File: src/common/msmc_pkg.sv
package msmc_pkg;

  // Sensors and widths
  localparam int NUM_SENSORS = 4;
  localparam int DATA_W      = 16;
  localparam int CODE_W      = 10;
  localparam int ADDR_W      = 8;
  localparam int ALARM_W     = 12;
  localparam int GAIN_MAG_W  = 6;

  // Measurement, maximum and minimum bases (one word per sensor)
  localparam logic [ADDR_W-1:0] MEAS_BASE = 8'h00;
  localparam logic [ADDR_W-1:0] MAX_BASE  = 8'h20;
  localparam logic [ADDR_W-1:0] MIN_BASE  = 8'h24;

  // Calibration coefficient and flag words
  localparam logic [ADDR_W-1:0] SUPPLY_OFFSET_ADDR  = 8'h08;
  localparam logic [ADDR_W-1:0] BIPOLAR_OFFSET_ADDR = 8'h09;
  localparam logic [ADDR_W-1:0] GAIN_COEFF_ADDR     = 8'h0a;
  localparam logic [ADDR_W-1:0] FLAG_HIGH_ADDR      = 8'h3e;
  localparam logic [ADDR_W-1:0] FLAG_MAIN_ADDR      = 8'h3f;

  // Calibration channel
  localparam logic [5:0] CAL_CHANNEL = 6'h08;

  // Reset values
  localparam logic [DATA_W-1:0] MIN_RESET   = 16'hffff;
  localparam logic [DATA_W-1:0] MAX_RESET   = 16'h0000;
  localparam logic [DATA_W-1:0] COEFF_RESET = 16'h0000;
  localparam logic [DATA_W-1:0] UNMAPPED_RD = 16'h0000;

  // Flag word and gain coefficient word field positions
  localparam int FLAG_OT_BIT   = 3;
  localparam int FLAG_REF_BIT  = 9;
  localparam int FLAG_DEBUG_ACCESS_READONLY_FLAG_BIT = 10;
  localparam int FLAG_DEBUG_ACCESS_DISABLED_FLAG_BIT = 11;
  localparam int GAIN_SIGN_BIT = 6;

  // Timing
  localparam int CLK_FREQ_MHZ   = 200;
  localparam int CONV_TIME_NS   = 1000;
  localparam int CONV_CYCLES    = (CONV_TIME_NS * CLK_FREQ_MHZ + 999) / 1000;
  localparam int CAL_CONV_GEN1  = 4;
  localparam int CAL_CONV_GEN2  = 10;
  localparam int CAL_CNT_W      = 12;

  // Calibration sequencer states
  typedef enum logic [1:0] {
    CAL_IDLE  = 2'b00,
    CAL_RUN   = 2'b01,
    CAL_STORE = 2'b10
  } msmc_cal_state_type;

endpackage

File: src/design/msmc_status_bank.sv
`timescale 1ns/1ps
`default_nettype none

// Notes on behaviour
// - Each result stored as full 16 bits, 10-bit code in top bits.
// - One minimum and one maximum register per internal sensor.
// - Reset loads minimums with ffff and maximums with 0000.
// - A result above the stored maximum replaces it.
// - A result below the stored minimum replaces it.
// - Minimum and maximum checked on every stored result, none skipped.
// - Live alarm states shown: alarms 0-6 at 3f, 8-11 at 3e low nibble.
// - Over-temperature output shown in bit 3 of word 3f.
// - Reference flag high for internal reference, low for external.
// - Read-only debug access flag set when image restricts debug path.
// - Debug access disabled flag set when image turns debug path off.
// - Conversion on channel 8 computes coefficients into words 08 to 0a.
// - Correction applied in default mode, else only when enables set.
// - Busy stays high for the whole calibration sequence.
// - Calibration lasts four conversions, or ten on the later variant.
// - Coefficient words are read-only; port writes leave them unchanged.
// - Offset correction is 10-bit two's complement, top-justified.
// - Unipolar supply offset at 08, bipolar offset at 09.
// - Gain magnitude in bits 5 to 0 of 0a, 0.1 percent per count.
// - Gain sign in bit 6 of 0a, 1 positive, 0 negative.
// - Each coefficient is the negated measured error.
module msmc_status_bank
  import msmc_pkg::*;
#(
  parameter bit LATER_VARIANT = 1'b0
)
(
  // Clock and reset
  input  wire logic                 CLK,
  input  wire logic                 RST,
  // Configuration port
  input  wire logic                 CFG_EN,
  input  wire logic                 CFG_WE,
  input  wire logic [ADDR_W-1:0]    CFG_ADDR,
  input  wire logic [DATA_W-1:0]    CFG_DIN,
  output logic      [DATA_W-1:0]    CFG_DOUT,
  output logic                      CFG_RDY,
  // Conversion results from the converter
  input  wire logic                 MEAS_VALID,
  input  wire logic [1:0]           MEAS_SENSOR,
  input  wire logic [DATA_W-1:0]    MEAS_DATA,
  // Conversion requests and busy
  input  wire logic                 CONV_REQ,
  input  wire logic [5:0]           CONV_CHAN,
  output logic                      BUSY,
  // Measured errors from the calibration conversions
  input  wire logic [CODE_W-1:0]    CAL_ERR_SUPPLY,
  input  wire logic [CODE_W-1:0]    CAL_ERR_BIPOLAR,
  input  wire logic                 CAL_ERR_GAIN_POS,
  input  wire logic [GAIN_MAG_W-1:0] CAL_ERR_GAIN_MAG,
  // Mode and calibration enables
  input  wire logic                 DEFAULT_MODE,
  input  wire logic [3:0]           CALIBRATION_APPLY_ENABLES,
  output logic                      CAL_APPLIED,
  // Status sources
  input  wire logic [ALARM_W-1:0]   ALARM_STATUS_BITS,
  input  wire logic                 OVER_TEMPERATURE_FLAG,
  input  wire logic                 REF_INTERNAL,
  input  wire logic                 DEBUG_ACCESS_READONLY_FLAG,
  input  wire logic                 DEBUG_ACCESS_DISABLED_FLAG
);

  localparam int CAL_CONVS = LATER_VARIANT ? CAL_CONV_GEN2 : CAL_CONV_GEN1;
  localparam logic [CAL_CNT_W-1:0] CAL_LAST = CAL_CNT_W'(CAL_CONVS * CONV_CYCLES - 1);

  logic [DATA_W-1:0] meas_reg [NUM_SENSORS];
  logic [DATA_W-1:0] max_reg  [NUM_SENSORS];
  logic [DATA_W-1:0] min_reg  [NUM_SENSORS];
  logic [DATA_W-1:0] meas_next [NUM_SENSORS];
  logic [DATA_W-1:0] max_next  [NUM_SENSORS];
  logic [DATA_W-1:0] min_next  [NUM_SENSORS];
  logic [DATA_W-1:0] supply_offset_coeff_reg, supply_offset_coeff_next;
  logic [DATA_W-1:0] bipolar_offset_coeff_reg, bipolar_offset_coeff_next;
  logic [DATA_W-1:0] gain_coeff_reg, gain_coeff_next;
  logic [DATA_W-1:0] flag_word_main_reg, flag_word_main_next;
  logic [DATA_W-1:0] flag_word_high_alarms_reg, flag_word_high_alarms_next;
  logic [DATA_W-1:0] res_val;
  logic              apply_next;
  logic              cal_start;
  msmc_cal_state_type     state_reg, state_next;
  logic [CAL_CNT_W-1:0]   cnt_reg, cnt_next;
  logic              busy_next;
  logic [DATA_W-1:0] dout_next;
  logic              rdy_next;

  assign apply_next = DEFAULT_MODE | (|CALIBRATION_APPLY_ENABLES);

  // full word stored, top-justified offset correction added when applied
  assign res_val = CAL_APPLIED ? DATA_W'(MEAS_DATA + supply_offset_coeff_reg) : MEAS_DATA;

  // Per-sensor result, maximum and minimum
  genvar g;
  generate
    for (g = 0; g < NUM_SENSORS; g++)
    begin : g_sensor
      always_comb
      begin
        meas_next[g] = meas_reg[g];
        max_next[g]  = max_reg[g];
        min_next[g]  = min_reg[g];
        if (MEAS_VALID && (MEAS_SENSOR == 2'(g)))
        begin
          meas_next[g] = res_val;
          if (res_val > max_reg[g])
            max_next[g] = res_val;
          if (res_val < min_reg[g])
            min_next[g] = res_val;
        end
      end

      always_ff @(posedge CLK or posedge RST)
      begin
        if (RST)
        begin
          meas_reg[g] <= MAX_RESET;
          max_reg[g]  <= MAX_RESET;
          min_reg[g]  <= MIN_RESET;
        end
        else
        begin
          meas_reg[g] <= meas_next[g];
          max_reg[g]  <= max_next[g];
          min_reg[g]  <= min_next[g];
        end
      end
    end
  endgenerate

  // Flag words, refreshed every cycle
  always_comb
  begin
    flag_word_main_next = '0;
    flag_word_high_alarms_next = '0;
    flag_word_main_next[2:0] = ALARM_STATUS_BITS[2:0];
    flag_word_main_next[7:4] = ALARM_STATUS_BITS[6:3];
    flag_word_high_alarms_next[3:0] = ALARM_STATUS_BITS[11:8];
    flag_word_main_next[FLAG_OT_BIT] = OVER_TEMPERATURE_FLAG;
    flag_word_main_next[FLAG_REF_BIT] = REF_INTERNAL;
    flag_word_main_next[FLAG_DEBUG_ACCESS_READONLY_FLAG_BIT] = DEBUG_ACCESS_READONLY_FLAG;
    flag_word_main_next[FLAG_DEBUG_ACCESS_DISABLED_FLAG_BIT] = DEBUG_ACCESS_DISABLED_FLAG;
  end

  // Calibration sequencer
  assign cal_start = CONV_REQ && (CONV_CHAN == CAL_CHANNEL) && (state_reg == CAL_IDLE);

  always_comb
  begin
    state_next = state_reg;
    cnt_next   = cnt_reg;
    supply_offset_coeff_next  = supply_offset_coeff_reg;
    bipolar_offset_coeff_next = bipolar_offset_coeff_reg;
    gain_coeff_next           = gain_coeff_reg;
    case (state_reg)
      CAL_IDLE:
      begin
        if (cal_start)
        begin
          state_next = CAL_RUN;
          cnt_next   = '0;
        end
      end
      CAL_RUN:
      begin
        if (cnt_reg == CAL_LAST)
          state_next = CAL_STORE;
        else
          cnt_next = cnt_reg + 1'b1;
      end
      CAL_STORE:
      begin
        supply_offset_coeff_next  = {CODE_W'(-CAL_ERR_SUPPLY), 6'h00};
        bipolar_offset_coeff_next = {CODE_W'(-CAL_ERR_BIPOLAR), 6'h00};
        gain_coeff_next = {9'h000, ~CAL_ERR_GAIN_POS, CAL_ERR_GAIN_MAG};
        state_next = CAL_IDLE;
      end
      default:
        state_next = CAL_IDLE;
    endcase
  end

  assign busy_next = (state_next != CAL_IDLE);

  // Read port; writes change nothing
  always_comb
  begin
    rdy_next  = CFG_EN;
    dout_next = CFG_DOUT;
    if (CFG_EN && !CFG_WE)
    begin
      dout_next = UNMAPPED_RD;
      for (int i = 0; i < NUM_SENSORS; i++)
      begin
        if (CFG_ADDR == MEAS_BASE + ADDR_W'(i))
          dout_next = meas_reg[i];
        if (CFG_ADDR == MAX_BASE + ADDR_W'(i))
          dout_next = max_reg[i];
        if (CFG_ADDR == MIN_BASE + ADDR_W'(i))
          dout_next = min_reg[i];
      end
      case (CFG_ADDR)
        SUPPLY_OFFSET_ADDR:  dout_next = supply_offset_coeff_reg;
        BIPOLAR_OFFSET_ADDR: dout_next = bipolar_offset_coeff_reg;
        GAIN_COEFF_ADDR:     dout_next = gain_coeff_reg;
        FLAG_HIGH_ADDR:      dout_next = flag_word_high_alarms_reg;
        FLAG_MAIN_ADDR:      dout_next = flag_word_main_reg;
        default:             dout_next = dout_next;
      endcase
    end
  end

  always_ff @(posedge CLK or posedge RST)
  begin
    if (RST)
    begin
      state_reg <= CAL_IDLE;
      cnt_reg   <= '0;
      supply_offset_coeff_reg   <= COEFF_RESET;
      bipolar_offset_coeff_reg  <= COEFF_RESET;
      gain_coeff_reg            <= COEFF_RESET;
      flag_word_main_reg        <= '0;
      flag_word_high_alarms_reg <= '0;
      BUSY        <= 1'b0;
      CAL_APPLIED <= 1'b0;
      CFG_DOUT    <= '0;
      CFG_RDY     <= 1'b0;
    end
    else
    begin
      state_reg <= state_next;
      cnt_reg   <= cnt_next;
      supply_offset_coeff_reg   <= supply_offset_coeff_next;
      bipolar_offset_coeff_reg  <= bipolar_offset_coeff_next;
      gain_coeff_reg            <= gain_coeff_next;
      flag_word_main_reg        <= flag_word_main_next;
      flag_word_high_alarms_reg <= flag_word_high_alarms_next;
      BUSY        <= busy_next;
      CAL_APPLIED <= apply_next;
      CFG_DOUT    <= dout_next;
      CFG_RDY     <= rdy_next;
    end
  end

  // Checks
  localparam int CAL_WAIT = CAL_CONV_GEN2 * 200 + 3;
endmodule

`default_nettype wire

File: config.mk
export PLATFORM = sky130hd
export DESIGN_NAME = msmc_status_bank
export DESIGN_NICKNAME = d
export VERILOG_FILES = /design/src/common/msmc_pkg.sv /design/src/design/msmc_status_bank.sv
export SDC_FILE = /design/constraint.sdc
export NUM_CORES = 1
export LEC_CHECK = 0
export BUFFER_PORTS_ARGS = -buffer_cell sky130_fd_sc_hd__buf_2
export CAP_MARGIN = 0
export CELL_PAD_IN_SITES_DETAIL_PLACEMENT = 0
export CELL_PAD_IN_SITES_GLOBAL_PLACEMENT = 2
export CORE_MARGIN = 2
export CORE_UTILIZATION = 40
export DETAILED_ROUTE_END_ITERATION = 7
export PLACE_DENSITY_LB_ADDON = 0.1
export SYNTH_ARGS = -nofsm -noshare
export SYNTH_HDL_FRONTEND = slang
export SYNTH_SLANG_ARGS = --single-unit
File: constraint.sdc
create_clock -name CLK -period 11.2 [get_ports CLK]
set_input_delay 0 -clock CLK [delete_from_list [all_inputs] [get_ports CLK]]
set_output_delay 0 -clock CLK [all_outputs]
set_load 0.01 [all_outputs]
==> run metrics <==
outcome=finished clean; RSZ-0062 raised after global routing=no; clk buf depth=3; Post-DRT Antenna Nets=0; vias=12.9k; die area=42000 um^2; HP Class=in2reg; synthesized instance count=1649; WP data arrival=6.61 ns; leakage=8.55 nW; Die Ht=205 um; predominant post-synthesis flop cell=dfrtp_1; Final setup violation count=0; CP max FO=12; M3 GR Usage=4.22%; Yosys warnings=0; commonest non-fill, non-tap cell in the layout=dfrtp_1; initial DRC count=712; P_sw=1.32 mW; asr flop ratio synth=100%; all-layer global routing usage=24.4%; period utilization=54.9%; worst r2r path cells=14; global-route wire length before repair=77400 um; Initial Util=40.6%; critical path type=reg2reg; Max VDD drop=0.116 mV; max-slew violation count=0; CP Launch Type=flop; Die X=205 um; Synth Cell Area=16200 um^2; Sum Neg Setup Slack=0 ns; combinational power share=31.6%; io pins=121; grt met2 use=41.3%; Reg power frac=38.9%; CP Data Required Time=11.66 ns; max frequency=163 MHz; Post-CTS Setup Bufs=0; Setup crit start=supply_offset_coeff_reg[9]; clock-pin transition on the worst setup and hold timing paths=0.06 ns; Net count, final=2039; met1 Track Usage GR=32.8%; post-DP HPWL=35000 um; routed vias/inst=5.48; clock power share=29.4%; synth unique cells=74; core area=39800 um^2; I/O Buffers=103; Rows=73; Synth Area per Inst=9.79 um^2; largest net degree at the start of global routing=156; cell area after layout=19200 um^2; switching share of total power=33.2%; Max-slew headroom=16.9%; cell internal pwr=2.65 mW; Seq/Total Area, Yosys=41.9%; Root Buffer=clkbuf_16; GPL Wtd Cong=0.815; clock skew=0.0139 ns; WL/cell=21.2 um; Worst Min Path Start=CFG_WE; number of flops mapped to enable cells by yosys=0; CTS HTree Levels=2; Critical Path End Type=flop; worst hold path cell count=5; Antenna Diode Count=0; Post-DP Area=17300 um^2; CTS tree=yes; pwr dens=207 nW/um^2; gr busiest metal=met2; number of buffers created by CTS=34; worst reg2reg path startpoint=supply_offset_coeff_reg[9]; insertion delay to the later sink of the worst-skew pair=0.54 ns; drt first pass iters=6; share of layout cells above drive strength 1=22.9%; CTS Sinks=267; initial antenna violation count=0; commonest non-fill, non-tap cells in the layout=203 x dfrtp_1, 142 x nand2_1, 139 x mux2_2; Final Hold Fails=0; P&R area growth vs syn=18.7%; Slew @ Worst Pin=1.24 ns; setup ws final=5.05 ns; vias in the first global route=12.9k; MaxCap Viol Count=0; Remaining Overflow, GRT=0; fin crit period=6.15 ns; Post-Syn Nets=1888; DRC viols=0; synthesis-stage register bit count=267; Place WS=5.18 ns; drt total wl=50000 um
kinds of logic after synthesis:
kind of cell	Yosys count	share of synthesized area, %
compound gates	409	16.5
xor+xnor	27	1.46
fa+ha+maj	137	10.7
buf+inv	224	5.35
flops	267	41.9
mux	172	11.9
simple gates	413	12.2
worst max-delay path, cell delays in order, from the launching register on:
cell and delay, ns:
dfrtp_1 0.42, ha_1 0.38, a21o_1 0.21, a211oi_1 0.37
a21oi_1 0.15, nor3_1 0.99, nor2_1 0.45, nand2_1 0.59
ha_1 0.23, nand4_1 0.13, a2111oi_0 0.45, nand3_1 0.13
o211ai_1 0.86, buf_4 0.35, mux2_2 0.35
power groups by stage:
stage / logic [mW] / clock network [mW] / registers (mW)
after global routing: 1.45 / 1.25 / 1.59
final: 1.26 / 1.17 / 1.54
after CTS: 1.27 / 1.20 / 1.54
after floorplan: 0.918 / 0 / 1.49
after global placement: 1.22 / 0 / 1.55
after detailed placement: 1.24 / 0 / 1.56
path summary, 6_finish.rpt:
check	endpoint	slack, ns
setup / recovery	min_reg[33]	5.05
hold / removal	CFG_DOUT[9]	0.08
setup reg to reg	min_reg[33]	5.05
hold reg to reg	bipolar_offset_coeff_reg[10]	0.47
max in group asynchronous	meas_reg[57]	9.69
min in group asynchronous	CAL_APPLIED	0.11
repair_timing:
item	CTS	global route
hold endpoints to repair	169	0
endpoints found under the setup margin	0	0
hold buffers	67	0
gates resized for setup	0	0
through the flow:
step	hold WS [ns]	instances	util, %	total power [mW]
CTS	0.0421	2351	48.1	4.01
finish	0.0759	2351	48.1	3.97
global route	0.0664	2351	48.1	4.28
floorplan	0.0314	1649	-	2.41
global placement	0.110	2222	43.4	2.76
detailed placement	0.110	2222	43.4	2.80
routing by layer:
layer | routed length [um] | vias up
li1 | - | 6280
met1 | 23200 | 6301
met2 | 23700 | 256
met3 | 2150 | 54
met4 | 896 | 0
met5 | 0 | -
cells in the mapped netlist (9+ instances only):
library cell | number | area share, %
dfstp_2 | 64 | 10
buf_2 | 13 | 0.40
o22ai_1 | 15 | 0.58
a31oi_1 | 15 | 0.58
a211o_1 | 9 | 0.49
nor2b_1 | 18 | 0.70
mux2i_1 | 31 | 1.9
a221oi_1 | 11 | 0.60
a21oi_1 | 84 | 2.6
a21o_1 | 14 | 0.65
inv_1 | 137 | 3.2
clkbuf_1 | 62 | 1.4
nand4_1 | 28 | 1.1
nand2_1 | 142 | 3.3
a221o_1 | 9 | 0.56
nor3_1 | 26 | 0.81
o32ai_1 | 14 | 0.76
mux2_2 | 139 | 9.7
ha_1 | 136 | 11
a211oi_1 | 20 | 0.93
dfrtp_1 | 203 | 31
o21a_1 | 10 | 0.46
a2111oi_0 | 10 | 0.54
nand2b_1 | 14 | 0.54
nor2_1 | 106 | 2.5
xor2_1 | 19 | 1.0
o21ai_0 | 124 | 3.8
nand3_1 | 24 | 0.74
a22oi_1 | 20 | 0.93
layout make-up:
cell class	instances	area [um^2]
clock inverter	7	114
sequential	267	6760
timing repair buffer	199	1420
inverter	140	533
multi-input combinational	1158	8600
fill	3852	20700
clock buffer	55	1080
tap	525	657
Power figures use the tool's default switching activity.
